File: src/hdl/pd_pkg.sv
// constants for the pulse-width dac outputs: register addresses, field
// positions, reset values and step timing.
// assumes an 8-bit special function register port and one device clock.
package pd_pkg;

   // register addresses on the special function register port
   localparam logic [7:0] ADDR_FINE_LOW  = 8'hD2;
   localparam logic [7:0] ADDR_FINE_HIGH = 8'hD3;
   localparam logic [7:0] ADDR_COARSE [8] = '{8'hD5, 8'hD6, 8'hD7, 8'hDC,
                                             8'hDD, 8'hDE, 8'hDF, 8'hD4};

   // register index space seen by the decoder
   localparam logic [3:0] IDX_FINE_LOW  = 4'h8;
   localparam logic [3:0] IDX_FINE_HIGH = 4'h9;
   localparam logic [3:0] IDX_NONE      = 4'hF;

   // reset values
   localparam logic [7:0] COARSE_RESET = 8'h40;
   localparam logic [7:0] FINE_RESET   = 8'h00;
   localparam logic [7:0] UNMAPPED_READ = 8'h00;

   // field positions
   localparam int TAKEOVER_BIT   = 7;
   localparam int WIDTH_MSB      = 5;
   localparam int FINE_B7_BIT    = 7;
   localparam int EXT_MSB        = 6;
   localparam int NUM_COARSE     = 8;
   localparam int COARSE_BITS    = 6;
   localparam int FINE_STEP_BITS = 7;
   localparam int FINE_BITS      = 14;

   // timing: one width step, in nanoseconds, at the crystal rate
   localparam int XTAL_MHZ     = 12;
   localparam int STEP_NS      = 333;
   localparam int STEP_CYCLES  = (STEP_NS * XTAL_MHZ + 999) / 1000;
   localparam int COARSE_STEPS = 64;
   localparam int FINE_STEPS   = 128;
   localparam logic [1:0] PRESCALE_LAST = 2'(STEP_CYCLES - 1);
   localparam logic [6:0] FINE_LAST    = 7'(FINE_STEPS - 1);

endpackage

File: src/hdl/pd_tick_if.sv
// step timing shared between the timer and the pulse generators.
// assumes both ends run on the same device clock.
interface pd_tick_if;
   logic       step_en;
   logic [6:0] step_cnt;

   modport timer (output step_en, output step_cnt);
   modport user  (input  step_en, input  step_cnt);
endinterface

File: src/hdl/pd_pwm_dac_outputs.sv
// pulse-width dac outputs: eight coarse channels and one fine channel,
// programmed through special function registers, with port pin takeover.
// assumes a single-cycle register port synchronous to mclk_i.
module pd_pwm_dac_outputs (
   input  wire logic       mclk_i,
   input  wire logic       rst_n_i,
   input  wire logic [7:0] sfr_addr_i,
   input  wire logic [7:0] sfr_wdata_i,
   input  wire logic       sfr_wr_i,
   input  wire logic       sfr_rd_i,
   input  wire logic [7:0] p2_latch_i,
   input  wire logic       p34_latch_i,
   output logic      [7:0] sfr_rdata_o,
   output logic      [7:0] p2_pin_o,
   output logic            p34_pin_o
);

   logic [7:0]  coarse_q [pd_pkg::NUM_COARSE];
   logic [7:0]  fine_low_q;
   logic [7:0]  fine_high_q;
   logic        fine_load_q;
   logic [7:0]  coarse_out_q;
   logic        fine_out;
   logic [3:0]  wr_idx;
   logic [3:0]  rd_idx;
   logic [13:0] fine_value;

   pd_tick_if tick ();

   ////////////////////////////////////////////////////////////////////////////
   // register decode, shared by the write and read paths

   function automatic logic [3:0] sfr_index(input logic [7:0] a);
      logic [3:0] idx;
      idx = pd_pkg::IDX_NONE;
      for (int i = 0; i < pd_pkg::NUM_COARSE; i++) begin
         if (a == pd_pkg::ADDR_COARSE[i]) begin
            idx = 4'(i);
         end
      end
      if (a == pd_pkg::ADDR_FINE_LOW) begin
         idx = pd_pkg::IDX_FINE_LOW;
      end
      if (a == pd_pkg::ADDR_FINE_HIGH) begin
         idx = pd_pkg::IDX_FINE_HIGH;
      end
      return idx;
   endfunction

   assign wr_idx = sfr_index(sfr_addr_i);
   assign rd_idx = sfr_index(sfr_addr_i);

   ////////////////////////////////////////////////////////////////////////////
   // register writes

   // one register per coarse channel
   always_ff @(posedge mclk_i or negedge rst_n_i) begin
      if (!rst_n_i) begin
         for (int i = 0; i < pd_pkg::NUM_COARSE; i++) begin
            coarse_q[i] <= pd_pkg::COARSE_RESET;
         end
      end else if (sfr_wr_i && !wr_idx[3]) begin
         coarse_q[wr_idx[2:0]] <= sfr_wdata_i;
      end
   end

   // low byte alone only stages data; nothing reaches the generator
   always_ff @(posedge mclk_i or negedge rst_n_i) begin
      if (!rst_n_i) begin
         fine_low_q <= pd_pkg::FINE_RESET;
      end else if (sfr_wr_i && wr_idx == pd_pkg::IDX_FINE_LOW) begin
         fine_low_q <= sfr_wdata_i;
      end
   end

   always_ff @(posedge mclk_i or negedge rst_n_i) begin
      if (!rst_n_i) begin
         fine_high_q <= pd_pkg::FINE_RESET;
      end else if (sfr_wr_i && wr_idx == pd_pkg::IDX_FINE_HIGH) begin
         fine_high_q <= sfr_wdata_i;
      end
   end

   // load strobe follows the high byte write by one clock, once it is stored
   always_ff @(posedge mclk_i or negedge rst_n_i) begin
      if (!rst_n_i) begin
         fine_load_q <= 1'b0;
      end else begin
         fine_load_q <= sfr_wr_i && (wr_idx == pd_pkg::IDX_FINE_HIGH);
      end
   end

   // value bit 13 is the msb; low byte bit 7 is value bit 7
   assign fine_value = {fine_high_q[pd_pkg::WIDTH_MSB:0], fine_low_q};

   ////////////////////////////////////////////////////////////////////////////
   // register reads

   always_ff @(posedge mclk_i or negedge rst_n_i) begin
      if (!rst_n_i) begin
         sfr_rdata_o <= pd_pkg::UNMAPPED_READ;
      end else if (sfr_rd_i) begin
         if (!rd_idx[3]) begin
            sfr_rdata_o <= coarse_q[rd_idx[2:0]];
         end else if (rd_idx == pd_pkg::IDX_FINE_LOW) begin
            sfr_rdata_o <= fine_low_q;
         end else if (rd_idx == pd_pkg::IDX_FINE_HIGH) begin
            sfr_rdata_o <= fine_high_q;
         end else begin
            sfr_rdata_o <= pd_pkg::UNMAPPED_READ;
         end
      end
   end

   ////////////////////////////////////////////////////////////////////////////
   // pulse generation

   pd_step_timer u_timer (
      .mclk_i  (mclk_i),
      .rst_n_i (rst_n_i),
      .tick    (tick.timer)
   );

   pd_fine_unit u_fine (
      .mclk_i  (mclk_i),
      .rst_n_i (rst_n_i),
      .load_i  (fine_load_q),
      .value_i (fine_value),
      .tick    (tick.user),
      .out_o   (fine_out)
   );

   // coarse period is the low six bits of the shared step count
   always_ff @(posedge mclk_i or negedge rst_n_i) begin
      if (!rst_n_i) begin
         coarse_out_q <= 8'h00;
      end else begin
         for (int i = 0; i < pd_pkg::NUM_COARSE; i++) begin
            coarse_out_q[i] <= tick.step_cnt[pd_pkg::COARSE_BITS-1:0]
                               < coarse_q[i][pd_pkg::WIDTH_MSB:0];
         end
      end
   end

   ////////////////////////////////////////////////////////////////////////////
   // pin takeover; with the takeover bit set the pin ignores its latch bit

   always_ff @(posedge mclk_i or negedge rst_n_i) begin
      if (!rst_n_i) begin
         p2_pin_o <= 8'hFF;
      end else begin
         p2_pin_o[0] <= fine_high_q[pd_pkg::TAKEOVER_BIT] ? fine_out : p2_latch_i[0];
         for (int i = 1; i < 8; i++) begin
            p2_pin_o[i] <= coarse_q[i-1][pd_pkg::TAKEOVER_BIT] ? coarse_out_q[i-1]
                                                              : p2_latch_i[i];
         end
      end
   end

   always_ff @(posedge mclk_i or negedge rst_n_i) begin
      if (!rst_n_i) begin
         p34_pin_o <= 1'b1;
      end else begin
         p34_pin_o <= coarse_q[7][pd_pkg::TAKEOVER_BIT] ? coarse_out_q[7] : p34_latch_i;
      end
   end
endmodule

File: src/hdl/pd_step_timer.sv
// step prescaler and shared step counter for all pulse channels.
// assumes one clock; the coarse count is the low six bits of the step count.
module pd_step_timer (
   input  wire logic mclk_i,
   input  wire logic rst_n_i,
   pd_tick_if.timer  tick
);

   logic [1:0] prescale_q;
   logic [1:0] prescale_d;

   assign prescale_d = (prescale_q == pd_pkg::PRESCALE_LAST) ? 2'h0 : 2'(prescale_q + 2'h1);

   ////////////////////////////////////////////////////////////////////////////
   // one width step every four device clocks
   always_ff @(posedge mclk_i or negedge rst_n_i) begin
      if (!rst_n_i) begin
         prescale_q   <= 2'h0;
         tick.step_en <= 1'b0;
      end else begin
         prescale_q   <= prescale_d;
         tick.step_en <= (prescale_q == pd_pkg::PRESCALE_LAST);
      end
   end

   // free-running step count; 64 divides 128 so both periods share it
   always_ff @(posedge mclk_i or negedge rst_n_i) begin
      if (!rst_n_i) begin
         tick.step_cnt <= 7'h00;
      end else if (tick.step_en) begin
         tick.step_cnt <= 7'(tick.step_cnt + 7'h01);
      end
   end
endmodule

File: src/hdl/pd_fine_unit.sv
// fourteen-bit fine pulse generator with spread pulse extension.
// assumes load_i pulses once when the high byte has been written.
module pd_fine_unit (
   input  wire logic        mclk_i,
   input  wire logic        rst_n_i,
   input  wire logic        load_i,
   input  wire logic [13:0] value_i,
   pd_tick_if.user          tick,
   output logic             out_o
);

   logic [13:0] active_q;
   logic [13:0] pend_q;
   logic        pend_v_q;
   logic [6:0]  frame_q;
   logic        period_end;
   logic        ext;
   logic [7:0]  width;

   function automatic logic [6:0] rev7(input logic [6:0] v);
      logic [6:0] r;
      r = 7'h00;
      for (int i = 0; i < 7; i++) begin
         r[i] = v[6 - i];
      end
      return r;
   endfunction

   assign period_end = tick.step_en && (tick.step_cnt == pd_pkg::FINE_LAST);
   // bit-reversed frame count spreads the lengthened periods evenly
   assign ext   = rev7(frame_q) < active_q[pd_pkg::EXT_MSB:0];
   assign width = {1'b0, active_q[13:7]} + {7'h00, ext};

   ////////////////////////////////////////////////////////////////////////////
   // new value waits for the period boundary to avoid a runt pulse
   always_ff @(posedge mclk_i or negedge rst_n_i) begin
      if (!rst_n_i) begin
         pend_q   <= 14'h0000;
         pend_v_q <= 1'b0;
      end else if (load_i) begin
         pend_q   <= value_i;
         pend_v_q <= 1'b1;
      end else if (period_end) begin
         pend_v_q <= 1'b0;
      end
   end

   always_ff @(posedge mclk_i or negedge rst_n_i) begin
      if (!rst_n_i) begin
         active_q <= 14'h0000;
      end else if (period_end && pend_v_q) begin
         active_q <= pend_q;
      end
   end

   always_ff @(posedge mclk_i or negedge rst_n_i) begin
      if (!rst_n_i) begin
         frame_q <= 7'h00;
      end else if (period_end) begin
         frame_q <= 7'(frame_q + 7'h01);
      end
   end

   always_ff @(posedge mclk_i or negedge rst_n_i) begin
      if (!rst_n_i) begin
         out_o <= 1'b0;
      end else begin
         out_o <= {1'b0, tick.step_cnt} < width;
      end
   end
endmodule

File: config.mk
export PLATFORM = sky130hd
export DESIGN_NAME = pd_pwm_dac_outputs
export DESIGN_NICKNAME = d
export VERILOG_FILES = /design/src/hdl/pd_pkg.sv /design/src/hdl/pd_tick_if.sv /design/src/hdl/pd_pwm_dac_outputs.sv /design/src/hdl/pd_step_timer.sv /design/src/hdl/pd_fine_unit.sv
export SDC_FILE = /design/constraint.sdc
export NUM_CORES = 1
export LEC_CHECK = 0
export BUFFER_PORTS_ARGS = -buffer_cell sky130_fd_sc_hd__buf_2
export CAP_MARGIN = 10
export CORE_ASPECT_RATIO = 1.2
export CORE_MARGIN = 2
export CORE_UTILIZATION = 50
export CTS_BUF_LIST = sky130_fd_sc_hd__clkbuf_4 sky130_fd_sc_hd__clkbuf_8
export DETAILED_ROUTE_END_ITERATION = 7
export PLACE_DENSITY = 0.73
export SLEW_MARGIN = 25
export SYNTH_ARGS = -nofsm -noshare
export SYNTH_HDL_FRONTEND = slang
export SYNTH_SLANG_ARGS = --single-unit
File: constraint.sdc
create_clock -name mclk_i -period 3.05 [get_ports mclk_i]
set_input_delay 0.305 -clock mclk_i [delete_from_list [all_inputs] [get_ports mclk_i]]
set_output_delay 0.305 -clock mclk_i [all_outputs]
set_load 0.03 [all_outputs]
==> run_results.csv, run 1 <==
group,metric,value,unit
run_status,status,"finished clean",
sta,finalCriticalPeriod,2.792,ns
finish,drive_above_1_share,32.53,%
finish,nFillCells,1292,
route,wire_per_inst,19.44,µm
sta,slew_violations,0,
sta,hold_viol_final,0,
global_route,grt_pass1_vias,5488,
setup_path,critical_path.max_fanout,3,
clock_network,clk_latency,0.47,ns
finish,nets,777,
power,p_leak,4.180,nW
clock_network,htreeDepth,4,
power,peakVddDrop,0.0002083,V
floorplan,start_util,50.49,%
clock_network,cts_buffers,17,
placement,place_hpwl,13.00,mm
sta,clock_skew,0.01040,ns
sta,final.setup.tns,0,ns
route,via_count,5213,
sta,grt_setup_unrepaired,"false",
setup_path,cp-end-kind,"flop",
finish,syn2layout_area_growth,11.58,%
route,drt_iter0_markers,426,
clock_network,postCtsSetupRepairBufs,0,
floorplan,row_count,50,
clock_network,cts.clk_slew.worst_paths,0.09,ns
synth,synth_largest_area_cell,"dfrtp_1",
floorplan,die_x,118.0,µm
route,drt-pass1-iter-count,5,
synth,syn_inst,643,
setup_path,critPathKind,"reg2reg",
synth,synth.top_cell.area_share,43.62,%
setup_path,cp.required,3.44,ns
route,vias_per_cell,5.716,
global_route,grt_pass1_wl,28.81,mm
synth,synth_cell_types,58,
setup_path,crit_arrival,3.19,ns
sta,finalCritPeriodShare,91.55,%
placement,routabilityCongestion,0.8565,
power,power_density,483.1,mW/mm²
finish,utilization,56.33,%
sta,setup_viol,0,
sta,worst_pin_slew,0.7869,ns
synth,synth_flop_cell,"dfrtp_1",
floorplan,num_io_pins,46,
finish,layout.cells.non_filler,912,
global_route,overflow,0,
route,ant_nets,0,
clock_network,clockBufferDepth,2,
synth,synth_edf_count,0,
clock_network,cts.sinks,153,
worst_hold_path,hp-class,"in2reg",
clock_network,cts_tree,"yes",
global_route,grtUsageTotal,22.59,%
route,drt_wl_total,17.73,mm
setup_path,cp-start-kind,"flop",
floorplan,dieArea,0.01662,mm²
sta,slew_headroom,47.54,%
placement,port_buffers,45,
synth,syn_area,0.007801,mm²
global_route,antenna_found_initial,0,
floorplan,die_h,140.8,µm
synth,async_flop_share,100.0,%
synth,ys_seq_elements,153,
floorplan,coreArea,0.01545,mm²
global_route,grt_max_degree,85,
finish,diodes,0,
placement,dp_cells,879,
synth,syn_nets,729,
synth,yosys-top-cells-area,"dfrtp_1 44%, mux2_2 15%, ha_1 9.1%, dfstp_2 5.7%, inv_1 2.4%",
job,maxCapViolCount,0,
sta,timing.fmax,358.1,MHz
synth,ys_warn_count,0,
route,drc_errors,0,
synth,synthTopCellsByCount,"136 x dfrtp_1, 106 x mux2_2, 57 x ha_1, 49 x inv_1, 32 x nand2_1",
synth,syn_avg_cell_area,12.13,µm²
synth,seq_area_frac_synth,49.35,%
clock_network,cts_root_buffer,"clkbuf_8",
synth,synth_most_common_cell,"dfrtp_1",
-- path summary, 6_finish.rpt --
kind                                        from               endpoint  slack [ns]  depth (start not counted)
min reg2reg                u_timer.prescale_q[0]  u_timer.prescale_q[0]        0.43                          1
max                            u_fine.frame_q[5]           u_fine.out_o        0.26                         14
max reg2reg                    u_fine.frame_q[5]           u_fine.out_o        0.26                         14
max in group asynchronous                rst_n_i            p2_pin_o[4]        1.76                          3
min in group asynchronous                rst_n_i       u_fine.pend_q[1]        0.44                          2
min                                p2_latch_i[1]            p2_pin_o[1]        0.06                          2
-- sequential cells by signal, summed over array words and instances, names as in the netlist --
| signal | flops |
|---|---|
| p2_pin_o | 8 |
| coarse_q | 64 |
| fine_low_q | 8 |
| u_fine.pend_q | 14 |
| coarse_out_q | 8 |
| fine_load_q | 1 |
| u_fine.active_q | 14 |
| fine_high_q | 8 |
| u_fine.pend_v_q | 1 |
| u_timer.tick.step_cnt | 7 |
| u_timer.tick.step_en | 1 |
| u_fine.frame_q | 7 |
| u_fine.out_o | 1 |
| p34_pin_o | 1 |
| sfr_rdata_o | 8 |
| u_timer.prescale_q | 2 |
-- cell families (layout without fill, tap and decap cells) --
logic type,Yosys count,after routing,share of synthesized area (%)
DFF,153,153,49.35
muxes,123,123,17.53
AOI/OAI and AO/OA,112,112,10.33
and+or+nand+nor,101,101,7.298
buffers and inverters,78,139,4.218
adders and majority gates,57,57,9.142
xor gates and xnor gates,19,19,2.133
-- metal layers --
metal / share of wire [%] / vias up / GRT usage [%]
met3: 3.5 / 47 / 4.571
li1: - / 2385 / -
met4: 3.1 / 0 / 11.16
met5: 0 / - / 0
met2: 53 / 116 / 39.69
met1: 41 / 2665 / 26.39
-- final cells by class --
type	count	area [µm²]	area share, %
clock inverters	12	173.9	1.998
flip-flops and latches	153	3850	44.23
well taps	208	260.3	2.990
multi-input cells	412	3630	41.70
clock buffers	20	262.8	3.019
repair buffers	58	344.1	3.953
inverters	49	183.9	2.113
-- worst max-delay path: stages, from the launching register on --
cell and delay (ns):
dfrtp_1 0.41, ha_1 0.30, a21o_1 0.15, a21oi_1 0.14, o21ai_0 0.10, a31oi_1 0.17
ha_2 0.22, ha_1 0.18, and3_1 0.20, nand3_1 0.10, xor2_1 0.15, ha_1 0.21
nor3_2 0.16, o21ai_0 0.12, o211ai_1 0.10
-- cell usage in the layout (no fill, tap or decap), drive strengths merged, types with 4 or more instances in the layout --
cell / instances
mux2i: 14
nand3: 12
and3: 6
a221o: 4
nand2b: 10
nand2: 32
clkinv: 4
a211oi: 6
a21o: 19
mux2: 109
xor2: 10
inv: 49
a21oi: 22
o21ai: 16
clkinvlp: 4
nor2: 13
o21a: 10
xnor2: 9
a221oi: 9
ha: 57
clkbuf: 20
bufinv: 4
dfstp: 17
a22oi: 5
dfrtp: 136
nor3: 8
buf: 57
-- per-stage QoR --
step,power [mW],instance area [µm²],hold WS (ns),worst slack (ns)
finish,4.205,8705,0.06272,0.2576
global route,4.354,8705,0.04782,0.03112
CTS,4.224,8697,0.04604,0.1692
detailed placement,2.542,8250,0.4162,0.1817
global placement,2.526,8250,0.4100,0.3130
floorplan,2.398,7801,0.009409,0.5216
-- report_power, final --
group,switching [mW],total [mW],leakage [nW],internal (mW)
Combinational,0.197,0.332,2.00,0.135
Sequential,0.0563,2.17,1.97,2.11
Clock,0.776,1.70,0.212,0.926
-- what timing repair did --
action	4_1_cts	5_1_grt
endpoints found under the setup margin	0	1
gates resized for setup	0	2
endpoints found under the hold margin	71	0
hold buffers	1	0
No activity file was read; power rests on OpenSTA's default activity.
==> inputs of run 2 (changes only) <==
--- a/config.mk
+++ b/config.mk
@@ -6,13 +6,14 @@
 export NUM_CORES = 1
 export LEC_CHECK = 0
 export BUFFER_PORTS_ARGS = -buffer_cell sky130_fd_sc_hd__buf_2
-export CAP_MARGIN = 10
+export CAP_MARGIN = 20
 export CORE_ASPECT_RATIO = 1.2
 export CORE_MARGIN = 2
 export CORE_UTILIZATION = 50
 export CTS_BUF_LIST = sky130_fd_sc_hd__clkbuf_4 sky130_fd_sc_hd__clkbuf_8
 export DETAILED_ROUTE_END_ITERATION = 7
-export PLACE_DENSITY = 0.73
+export GPL_ROUTABILITY_DRIVEN = 0
+export PLACE_DENSITY = 0.68
 export SLEW_MARGIN = 25
 export SYNTH_ARGS = -nofsm -noshare
 export SYNTH_HDL_FRONTEND = slang
==> run 2 against run 1 <==
Clock-buffer cell count increased by 1; sequential cell count unchanged; final cell count increased by 0.44%; die area unchanged; clock skew about the same; highest routed layer unchanged.
==> run_results.csv, run 2 (synthesized netlist as in run 1, its figures left out) <==
group,metric,value,unit
floorplan,start_util,50.49,%
global_route,grt_pass1_wl,29.35,mm
clock_network,htreeDepth,4,
global_route,grt_pass1_vias,5416,
route,drt_wl_total,18.10,mm
clock_network,cts.sinks,153,
setup_path,cp-start-kind,"flop",
sta,slew_headroom,40.37,%
route,ant_nets,0,
floorplan,die_x,118.0,µm
setup_path,cp-end-kind,"flop",
sta,clock_skew,0.01069,ns
finish,nets,781,
global_route,grtUsageTotal,23.21,%
setup_path,r2r_start,"u_fine.frame_q[5]",
route,drt-pass1-iter-count,5,
sta,slew_violations,0,
sta,grt_setup_unrepaired,"false",
global_route,overflow,0,
finish,regMostFlops,"coarse_q",
sta,finalCritPeriodShare,90.81,%
floorplan,coreArea,0.01545,mm²
sta,hold_viol_final,0,
clock_network,cts_buffers,17,
finish,diodes,0,
clock_network,clk_latency,0.47,ns
sta,timing.fmax,361.0,MHz
finish,drive_above_1_share,33.05,%
job,maxCapViolCount,0,
worst_hold_path,hp-start,"p2_latch_i[5]",
setup_path,crit_start,"u_fine.frame_q[5]",
placement,dp_slack,0.2109,ns
route,vias_per_cell,5.669,
finish,syn2layout_area_growth,11.28,%
finish,largest_register_ffs,64,
sta,whs,0.06799,ns
sta,worst_pin_slew,0.8944,ns
power,power_density,464.2,mW/mm²
global_route,antenna_found_initial,0,
setup_path,critPathKind,"reg2reg",
setup_path,cp.required,3.43,ns
route,drc_errors,0,
run_status,status,"finished clean",
sta,setup_ws,0.2802,ns
clock_network,clockBufferDepth,2,
route,wire_per_inst,19.76,µm
placement,postPlaceCellArea,0.008260,mm²
placement,place_hpwl,13.35,mm
finish,layout_common_cells,"136 x dfrtp_1, 106 x mux2_2, 56 x ha_1",
clock_network,cts_tree,"yes",
finish,reg.largest.list,"coarse_q (64), u_fine.active_q (14), u_fine.pend_q (14)",
placement,port_buffers,45,
setup_path,crit_arrival,3.15,ns
floorplan,dieArea,0.01662,mm²
route,via_count,5193,
sta,finalCriticalPeriod,2.770,ns
clock_network,cts.clk_slew.worst_paths,0.08,ns
route,drt_iter0_markers,294,
setup_path,critical_path.max_fanout,3,
floorplan,die_h,140.8,µm
finish,nFillCells,1299,
power,peakVddDrop,0.0002698,V
global_route,grt_max_degree,99,
clock_network,cts_root_buffer,"clkbuf_8",
floorplan,num_io_pins,46,
sta,setup_viol,0,
finish,mostFrequentLayoutCell,"dfrtp_1",
finish,final_area,0.008681,mm²
worst_hold_path,hp-class,"in2reg",
floorplan,row_count,50,
power,p_leak,4.171,nW
sta,final.setup.tns,0,ns
run 2: routing by layer:
| metal | GRT usage (%) | routed length [µm] | vias up |
|---|---|---|---|
| met3 | 4.409 | 743 | 47 |
| met1 | 28.03 | 7344 | 2602 |
| li1 | - | - | 2400 |
| met4 | 10.65 | 626 | 0 |
| met2 | 40.33 | 9382 | 144 |
| met5 | 0 | 0 | - |
run 2: critical path, cell delays in order, from the launching register on:
cell and delay, ns:
dfrtp_1 0.42, ha_1 0.30, a21o_1 0.16, a21oi_2 0.12, o21ai_0 0.09, a31oi_1 0.17
ha_2 0.22, ha_1 0.19, and3_4 0.19, nand3_1 0.10, xor2_1 0.16, ha_1 0.28
o21a_1 0.12, o211ai_1 0.16
run 2: final timing paths:
kind,cells after the start,to,slack [ns]
min reg2reg,1,u_timer.prescale_q[0],0.44
max reg2reg,13,u_fine.out_o,0.28
min,2,p2_pin_o[5],0.07
min in group asynchronous,2,coarse_q[56],0.51
max in group asynchronous,3,p2_pin_o[7],1.62
max,13,u_fine.out_o,0.28
run 2: final cells by class:
| cell class | instances | area, µm² | area share [%] |
|---|---|---|---|
| clock inverters | 11 | 121.4 | 1.398 |
| inverters | 49 | 183.9 | 2.119 |
| multi-input cells | 412 | 3633 | 41.86 |
| flip-flops and latches | 153 | 3850 | 44.35 |
| repair buffers | 62 | 361.6 | 4.165 |
| well taps | 208 | 260.3 | 2.998 |
| clock buffers | 21 | 270.3 | 3.113 |
run 2: power breakdown:
part	switching, mW	total [mW]	internal [mW]
clock	0.756	1.53	0.771
sequential	0.0569	2.17	2.11
combinational	0.197	0.330	0.133
run 2: what timing repair did:
item / CTS / global route
hold buffers: 1 / 0
hold endpoints to repair: 89 / 0
buffers inserted: 0 / 1
endpoints found under the setup margin: 0 / 1
resized for setup: 0 / 4
run 2: stage by stage:
stage,util [%],power (mW),std cells
3_5_place_dp,53.46,2.542,882
6_report,56.18,4.029,916
5_1_grt,56.18,4.196,916
4_1_cts,56.06,4.070,915
2_1_floorplan,-,2.398,643
3_3_place_gp,53.46,2.528,882
